### src/include/pcc_params.svh
/*
 * constants of the pattern checker configuration and interrupt block.
 * assumes a 32-bit apb bus; register index times four gives the byte address.
 */
`ifndef PCC_PARAMS_SVH
`define PCC_PARAMS_SVH

// ----------------------------------------------------------------
// register indices (byte address is index times four)
// ----------------------------------------------------------------
`define PCC_IDX_GEN_CFG 14'h1242
`define PCC_IDX_CFG 14'h1243
`define PCC_IDX_ERR_STAT 14'h1244
`define PCC_IDX_ERR_EN 14'h1245
`define PCC_IDX_OVH_STAT 14'h1246
`define PCC_IDX_OVH_EN 14'h1247
`define PCC_IDX_LOCK_STAT 14'h1249
`define PCC_IDX_LOCK_EN 14'h124A
`define PCC_IDX_LOCK_NOW 14'h124B

// ----------------------------------------------------------------
// field positions, masks and reset values
// ----------------------------------------------------------------
`define PCC_SLOTS 12
`define PCC_BIT_SLAVE 15
`define PCC_BIT_FULL 14
`define PCC_POS_CHAIN 8
`define PCC_MASK_CFG 16'hC74F
`define PCC_MASK_GEN_CFG 16'hC000
`define PCC_RESET_REG 16'h0000
`define PCC_RESET_SLOTS 12'h000

`endif

### src/include/pcc_pkg.sv
/*
 * types of the pattern checker configuration and interrupt block.
 * assumes pcc_params.svh for the slot count.
 */
`include "pcc_params.svh"
package pcc_pkg;

	// chain width codes
	typedef enum logic [2:0] {
		PCC_CHAIN_OFF = 3'h0,
		PCC_CHAIN_TWO = 3'h1,
		PCC_CHAIN_THREE = 3'h2,
		PCC_CHAIN_FOUR = 3'h3
	} pcc_chain_t;

	// per-slot inputs from the pattern engine
	typedef struct packed {
		logic [`PCC_SLOTS-1:0] in_sync;
		logic [`PCC_SLOTS-1:0] byte_mismatch;
		logic [`PCC_SLOTS-1:0] cmp_valid;
		logic [`PCC_SLOTS-1:0] cmp_mismatch;
	} pcc_slot_evt_t;

	// decoded payload layout toward the pattern engine
	typedef struct packed {
		logic tx_slave;
		logic rx_slave;
		logic rx_full;
		logic [`PCC_SLOTS-1:0] rx_slot_triple;
		logic [2:0] chain_count;
		logic chain_invalid;
	} pcc_payload_t;

endpackage : pcc_pkg

### src/hw/pcc_checker_cfg.sv
/*
 * apb register file, payload decode and per-slot interrupt flags of the
 * pattern checker. assumes slot events come from logic on core_clk.
 */
// The implementer's own choice: the APB slave port.
`timescale 1ns/100ps
`include "pcc_params.svh"
module pcc_checker_cfg (
	input wire logic core_clk, // 20 MHz clock
	input wire logic reset_n, // synchronous reset
	input wire logic psel, // apb select
	input wire logic penable, // apb access phase
	input wire logic pwrite, // apb direction
	input wire logic [15:0] paddr, // apb byte address
	input wire logic [31:0] pwdata, // apb write data
	output logic pready, // apb ready
	output logic [31:0] prdata, // apb read data
	output logic pslverr, // apb error
	input wire logic block_select_a, // block select, high to enable
	input wire logic block_select_b, // block select, low to enable
	input wire pcc_pkg::pcc_slot_evt_t slot_evt, // per-slot engine events
	output pcc_pkg::pcc_payload_t payload, // decoded payload layout
	output logic irq_out // interrupt, active high
);

	// ----------------------------------------------------------------
	// storage
	// ----------------------------------------------------------------
	logic [15:0] gen_cfg;
	logic [15:0] cfg;
	logic [11:0] err_mask, ovh_mask, lock_mask;
	logic [11:0] err_flag, ovh_flag, lock_flag;
	logic [11:0] last_cmp, sync_q;
	logic [15:0] next_gen_cfg, next_cfg;
	logic [11:0] next_err_mask, next_ovh_mask, next_lock_mask;
	logic [11:0] next_err_flag, next_ovh_flag, next_lock_flag;
	logic [11:0] next_last_cmp, next_sync_q;
	logic [31:0] next_prdata;
	logic next_pslverr;
	pcc_pkg::pcc_payload_t next_payload;
	logic next_irq;

	logic [13:0] idx;
	logic hit, mapped, setup, wr_take, rd_take;
	logic [11:0] ev_err, ev_ovh, ev_lock;
	logic [11:0] clr_err, clr_ovh, clr_lock;
	logic [11:0] triple_map;

	// ----------------------------------------------------------------
	// bus decode
	// ----------------------------------------------------------------
	// zero-wait slave: data is latched at setup, answered in access
	assign pready = 1'b1;
	assign idx = paddr[15:2];
	assign hit = block_select_a && !block_select_b;
	assign setup = psel && !penable;
	assign wr_take = psel && penable && pwrite && hit;
	assign rd_take = psel && penable && !pwrite && hit;

	// address match of every mapped register
	always_comb begin
		unique case (idx)
			`PCC_IDX_GEN_CFG, `PCC_IDX_CFG, `PCC_IDX_ERR_STAT, `PCC_IDX_ERR_EN,
			`PCC_IDX_OVH_STAT, `PCC_IDX_OVH_EN, `PCC_IDX_LOCK_STAT,
			`PCC_IDX_LOCK_EN, `PCC_IDX_LOCK_NOW: mapped = hit;
			default: mapped = 1'b0;
		endcase
	end

	// read data and error, captured in the setup cycle
	always_comb begin
		next_prdata = prdata;
		next_pslverr = pslverr;
		if (setup) begin
			next_prdata = 32'h0000_0000;
			next_pslverr = !mapped;
			if (mapped && !pwrite) begin
				unique case (idx)
					`PCC_IDX_GEN_CFG: next_prdata[15:0] = gen_cfg;
					`PCC_IDX_CFG: next_prdata[15:0] = cfg;
					`PCC_IDX_ERR_STAT: next_prdata[11:0] = err_flag;
					`PCC_IDX_ERR_EN: next_prdata[11:0] = err_mask;
					`PCC_IDX_OVH_STAT: next_prdata[11:0] = ovh_flag;
					`PCC_IDX_OVH_EN: next_prdata[11:0] = ovh_mask;
					`PCC_IDX_LOCK_STAT: next_prdata[11:0] = lock_flag;
					`PCC_IDX_LOCK_EN: next_prdata[11:0] = lock_mask;
					`PCC_IDX_LOCK_NOW: next_prdata[11:0] = slot_evt.in_sync;
					default: next_prdata = 32'h0000_0000;
				endcase
			end
		end
	end

	// ----------------------------------------------------------------
	// writable registers
	// ----------------------------------------------------------------
	// writes land at the access edge; unused bits stay zero
	always_comb begin
		next_gen_cfg = gen_cfg;
		next_cfg = cfg;
		next_err_mask = err_mask;
		next_ovh_mask = ovh_mask;
		next_lock_mask = lock_mask;
		if (wr_take) begin
			unique case (idx)
				`PCC_IDX_GEN_CFG: next_gen_cfg = pwdata[15:0] & `PCC_MASK_GEN_CFG;
				`PCC_IDX_CFG: next_cfg = pwdata[15:0] & `PCC_MASK_CFG;
				`PCC_IDX_ERR_EN: next_err_mask = pwdata[11:0];
				`PCC_IDX_OVH_EN: next_ovh_mask = pwdata[11:0];
				`PCC_IDX_LOCK_EN: next_lock_mask = pwdata[11:0];
				default: next_gen_cfg = gen_cfg;
			endcase
		end
	end

	// ----------------------------------------------------------------
	// slot events and sticky flags
	// ----------------------------------------------------------------
	assign ev_err = slot_evt.in_sync & slot_evt.byte_mismatch;
	assign ev_ovh = slot_evt.in_sync & slot_evt.cmp_valid & (slot_evt.cmp_mismatch ^ last_cmp);
	assign ev_lock = slot_evt.in_sync ^ sync_q;
	// clear only what the read reported, so a later event survives
	assign clr_err = (rd_take && idx == `PCC_IDX_ERR_STAT) ? prdata[11:0] : `PCC_RESET_SLOTS;
	assign clr_ovh = (rd_take && idx == `PCC_IDX_OVH_STAT) ? prdata[11:0] : `PCC_RESET_SLOTS;
	assign clr_lock = (rd_take && idx == `PCC_IDX_LOCK_STAT) ? prdata[11:0] : `PCC_RESET_SLOTS;

	// flags set independent of masks, set wins over clear
	always_comb begin
		next_err_flag = (err_flag & ~clr_err) | ev_err;
		next_ovh_flag = (ovh_flag & ~clr_ovh) | ev_ovh;
		next_lock_flag = (lock_flag & ~clr_lock) | ev_lock;
		next_last_cmp = (last_cmp & ~slot_evt.cmp_valid) | (slot_evt.cmp_mismatch & slot_evt.cmp_valid);
		next_sync_q = slot_evt.in_sync;
	end

	// ----------------------------------------------------------------
	// payload decode and interrupt
	// ----------------------------------------------------------------
	// slot k of each triple follows triple bit k mod 4
	genvar g;
	generate
		for (g = 0; g < `PCC_SLOTS; g++) begin : g_slot
			assign triple_map[g] = cfg[g % 4];
		end
	endgenerate

	// layout and interrupt terms
	always_comb begin
		next_payload.tx_slave = gen_cfg[`PCC_BIT_SLAVE];
		next_payload.rx_slave = cfg[`PCC_BIT_SLAVE];
		next_payload.rx_full = cfg[`PCC_BIT_FULL];
		next_payload.rx_slot_triple = cfg[`PCC_BIT_FULL] ? `PCC_RESET_SLOTS : triple_map;
		next_payload.chain_invalid = 1'b0;
		unique case (cfg[`PCC_POS_CHAIN +: 3])
			pcc_pkg::PCC_CHAIN_OFF: next_payload.chain_count = 3'h1;
			pcc_pkg::PCC_CHAIN_TWO: next_payload.chain_count = 3'h2;
			pcc_pkg::PCC_CHAIN_THREE: next_payload.chain_count = 3'h3;
			pcc_pkg::PCC_CHAIN_FOUR: next_payload.chain_count = 3'h4;
			default: begin
				next_payload.chain_count = 3'h0;
				next_payload.chain_invalid = 1'b1;
			end
		endcase
		next_irq = |(err_flag & err_mask) | |(ovh_flag & ovh_mask) | |(lock_flag & lock_mask);
	end

	// ----------------------------------------------------------------
	// state registers
	// ----------------------------------------------------------------
	always_ff @(posedge core_clk) begin
		if (!reset_n) begin
			gen_cfg <= `PCC_RESET_REG;
			cfg <= `PCC_RESET_REG;
			err_mask <= `PCC_RESET_SLOTS;
			ovh_mask <= `PCC_RESET_SLOTS;
			lock_mask <= `PCC_RESET_SLOTS;
			err_flag <= `PCC_RESET_SLOTS;
			ovh_flag <= `PCC_RESET_SLOTS;
			lock_flag <= `PCC_RESET_SLOTS;
			last_cmp <= `PCC_RESET_SLOTS;
			sync_q <= `PCC_RESET_SLOTS;
			prdata <= 32'h0000_0000;
			pslverr <= 1'b0;
			payload <= '0;
			irq_out <= 1'b0;
		end else begin
			gen_cfg <= next_gen_cfg;
			cfg <= next_cfg;
			err_mask <= next_err_mask;
			ovh_mask <= next_ovh_mask;
			lock_mask <= next_lock_mask;
			err_flag <= next_err_flag;
			ovh_flag <= next_ovh_flag;
			lock_flag <= next_lock_flag;
			last_cmp <= next_last_cmp;
			sync_q <= next_sync_q;
			prdata <= next_prdata;
			pslverr <= next_pslverr;
			payload <= next_payload;
			irq_out <= next_irq;
		end
	end
endmodule : pcc_checker_cfg

### config.mk
export PLATFORM = sky130hd
export DESIGN_NAME = pcc_checker_cfg
export DESIGN_NICKNAME = d
export VERILOG_FILES = /design/src/include/pcc_pkg.sv /design/src/hw/pcc_checker_cfg.sv
export VERILOG_INCLUDE_DIRS = /design/src /design/src/include
export SDC_FILE = /design/constraint.sdc
export NUM_CORES = 1
export LEC_CHECK = 0
export BUFFER_PORTS_ARGS = -buffer_cell sky130_fd_sc_hd__buf_2
export CAP_MARGIN = 20
export CORE_MARGIN = 2
export CORE_UTILIZATION = 44
export CTS_BUF_LIST = sky130_fd_sc_hd__clkbuf_8
export CTS_CLUSTER_SIZE = 28
export DETAILED_ROUTE_END_ITERATION = 8
export GPL_ROUTABILITY_DRIVEN = 0
export PLACE_DENSITY = 0.68
export SYNTH_ARGS = -nofsm -noshare
export SYNTH_HDL_FRONTEND = slang
export SYNTH_SLANG_ARGS = --single-unit
### constraint.sdc
create_clock -name core_clk -period 2.85 [get_ports core_clk]
set_clock_uncertainty 0.2 [all_clocks]
set_input_delay 0.57 -clock core_clk [delete_from_list [all_inputs] [get_ports core_clk]]
set_output_delay 0.57 -clock core_clk [all_outputs]
set_load 0.005 [all_outputs]
==> results.toml <==
[setup_path]
worst_path_max_delay_cell = "or4b_1"
cp_num_buf_inv = 2
crit_family = "simple AND/OR/NAND/NOR gates"
critPathMaxFanout = 12
worstSetupPathType = "input pin to flop"
cp.arrival_ns = 2.46
worstPathCellList = "buf_2 > or4b_1 > or3_4 > nor4_4 > buf_12 > a21boi_0 > o21a_1"
crit_required_ns = 3.00
startpoint_type = "input pin"
end_kind = "flop"
slowest_delay_ns = 0.57

[global_route]
grt_pass1_vias = 5521
grt-ovfl-total = 0
use_met3_pct = 5.91
grt_util_met1_pct = 30.1
grtUsageMet2_pct = 38.7
grt_first_pass_wirelength_mm = 29.9
grtUsageTotal_pct = 23.9
antenna_found_initial = 0
grt_max_degree = 41
grt-busiest-layer = "met2"

[pwr]
seqPwrFrac_pct = 49.3
pwr-share-clk_pct = 42.2
peakVddDrop_mv = 0.283
power_uw = 4060
p_per_area_nw_per_um2 = 527
switching_share_pct = 23.6
switchingPower_uw = 957
intPower_uw = 3100
p_leak_uw = 0.00336
p_comb_share_pct = 8.5

[route]
routed_via_density = 5.70
drt-initial-drc-count = 504
dr.pass1.iters = 5
wire_per_inst_um = 18.4
drtAntennaViolNets = 0
drc = 0
drt_wl_total_mm = 18.4
num_vias = 5693

[finish]
drive_above_1_share_pct = 27.0
ff_latch_area_um2 = 2700
multi_input_area_um2 = 3440
nets = 906
fillers = 1280
areaGrowthSynthToFinish_pct = 18.9
diodes = 0

[placement]
post-dp-hpwl_mm = 13.7
portBuffers = 117

[clock_tree]
cts-root-buf = "clkbuf_8"
ctsResizeCount = 0
worstSkewPairLatency_ns = 0.46
clock_sinks = 135
path_clk_slew_ns = 0.07
tritoncts = "built"
clockBufferDepth = 2
numCtsBuffers = 17
cts_setup_buffers = 0
cts-htree-levels = 4
hold_buffers = 0

[logic_synthesis]
synth-seq-cells = 135
synthTopCellsByArea = "dfxtp_1 42%, mux2i_1 10%, nor2_1 4.0%, buf_4 3.6%, a22oi_1 3.5%"
avgSynthCellArea_um2 = 9.42
yosysSeqAreaShare_pct = 41.7
synth-edff-count = 0
synth_top_area_cell = "dfxtp_1"
synthArstFlopShare_pct = 0
ys_warn_count = 0
synth_area_um2 = 6480
synth-main-ff-cell = "dfxtp_1"
synthCells = 688
synth.distinct_cells = 61
synth.top_cell.area_share_pct = 41.7

[die]
core_um2 = 14500
die_area_um2 = 15700
core.rowCount = 44
fp.dieH_um = 125
num_io_pins = 157
die_w_um = 125
initial_core_util_pct = 44.8

[flow_run]
max_cap_violations = 0

[sta]
setup_viol = 0
clock.fmax_mhz = 434
rsz0062_at_grt = "no"
max_slew.worst_pin.slew_ns = 0.578
hold_viol_final = 0
fin_crit_ns = 2.31
setup_tns_ns = 0
hold_slack_ns = 0.168
period_share_pct = 80.9
relSlewSlack_pct = 61.4
finalMaxSlewViolations = 0

[status]
status = "finished clean"

[worst_hold_path]
hp-class = "input pin to flop"
cell usage after synthesis (all sizes together), types with 8 or more instances:
cell type,n
and2,33
a22o,20
nand3b,8
xnor2,12
o21ai,10
xor2,13
dfxtp,135
a21oi,27
nand2,33
nand4,27
nand3,26
buf,44
a21boi,13
nor2,70
clkbuf,28
mux2,10
o21a,14
mux2i,67
nor4,10
a22oi,30
power groups by stage:
stage,Sequential (uW),Clock (uW),Combinational [uW]
after floorplan,2020,0,220
after global placement,2040,0,329
after detailed placement,2040,0,339
after CTS,2000,1750,341
after global routing,2000,1830,380
final,2000,1720,344
cells by family after synthesis:
family / Yosys count / synth area share (%)
other: 2 / 0.116
DFF: 135 / 41.7
muxes: 77 / 12.1
AOI/OAI and AO/OA: 136 / 15.6
xor gates and xnor gates: 25 / 3.38
and+or+nand+nor: 240 / 20.7
buffers and inverters: 73 / 6.46
sequential cells by signal (all words and copies together), names as in the netlist, named ones only:
signal / count
cfg: 10
err_flag: 12
err_mask: 12
gen_cfg: 2
irq_out: 1
lock_flag: 12
lock_mask: 12
ovh_flag: 12
ovh_mask: 12
payload: 11
prdata: 14
pslverr: 1
sync_q: 12
final cells by class:
type	instances	area share, %
clock buffers	20	3.57
clock inverters	11	2.01
inverters	1	0.0487
multi-input cells	497	44.6
flip-flops and latches	135	35.0
well taps	184	2.99
repair buffers	151	11.7
per-stage QoR:
stage,area [um2],utilization (%),setup slack [ns],instances
after floorplan,6550,-,0.194,705
after global placement,7280,50.3,0.137,968
after detailed placement,7280,50.3,0.0759,968
after CTS,7710,53.3,0.563,999
after global routing,7710,53.3,0.489,999
final,7710,53.3,0.544,999
worst paths after layout:
path / startpoint / end / slack [ns] / cells past startpoint
max: paddr[10] / err_flag[0]$_SDFF_PN0_ / 0.54 / 7
min: slot_evt[29] / err_flag[5]$_SDFF_PN0_ / 0.17 / 3
max reg2reg: lock_flag[9]$_SDFF_PN0_ / irq_out$_SDFF_PN0_ / 1.11 / 5
min reg2reg: prdata[15]$_SDFFE_PN0P_ / prdata[15]$_SDFFE_PN0P_ / 0.25 / 2
worst min-delay path, cell delays in order:
cell and delay [ns]:
buf_2 0.10, nand2_1 0.05, a21oi_1 0.05
placed cells by master (no fill, tap or decap), drive strengths merged, types with 6 or more instances in the layout:
cell type,n
a22o,20
a21boi,13
dfxtp,135
xnor2,12
o21a,14
nand2b,6
nor4,10
xor2,13
nor2,70
mux2i,67
mux2,10
nand3,26
a21oi,27
clkbuf,20
a22oi,30
conb,19
nand3b,8
and2,33
o21ai,10
nand4,27
nand2,33
buf,151
metal layers:
layer | wire length (um) | share of wire (%)
met5 | 0 | 0
met4 | 619 | 3.4
met3 | 1510 | 8.2
met2 | 8470 | 46
met1 | 7770 | 42
(Power assumes the default switching activity.)
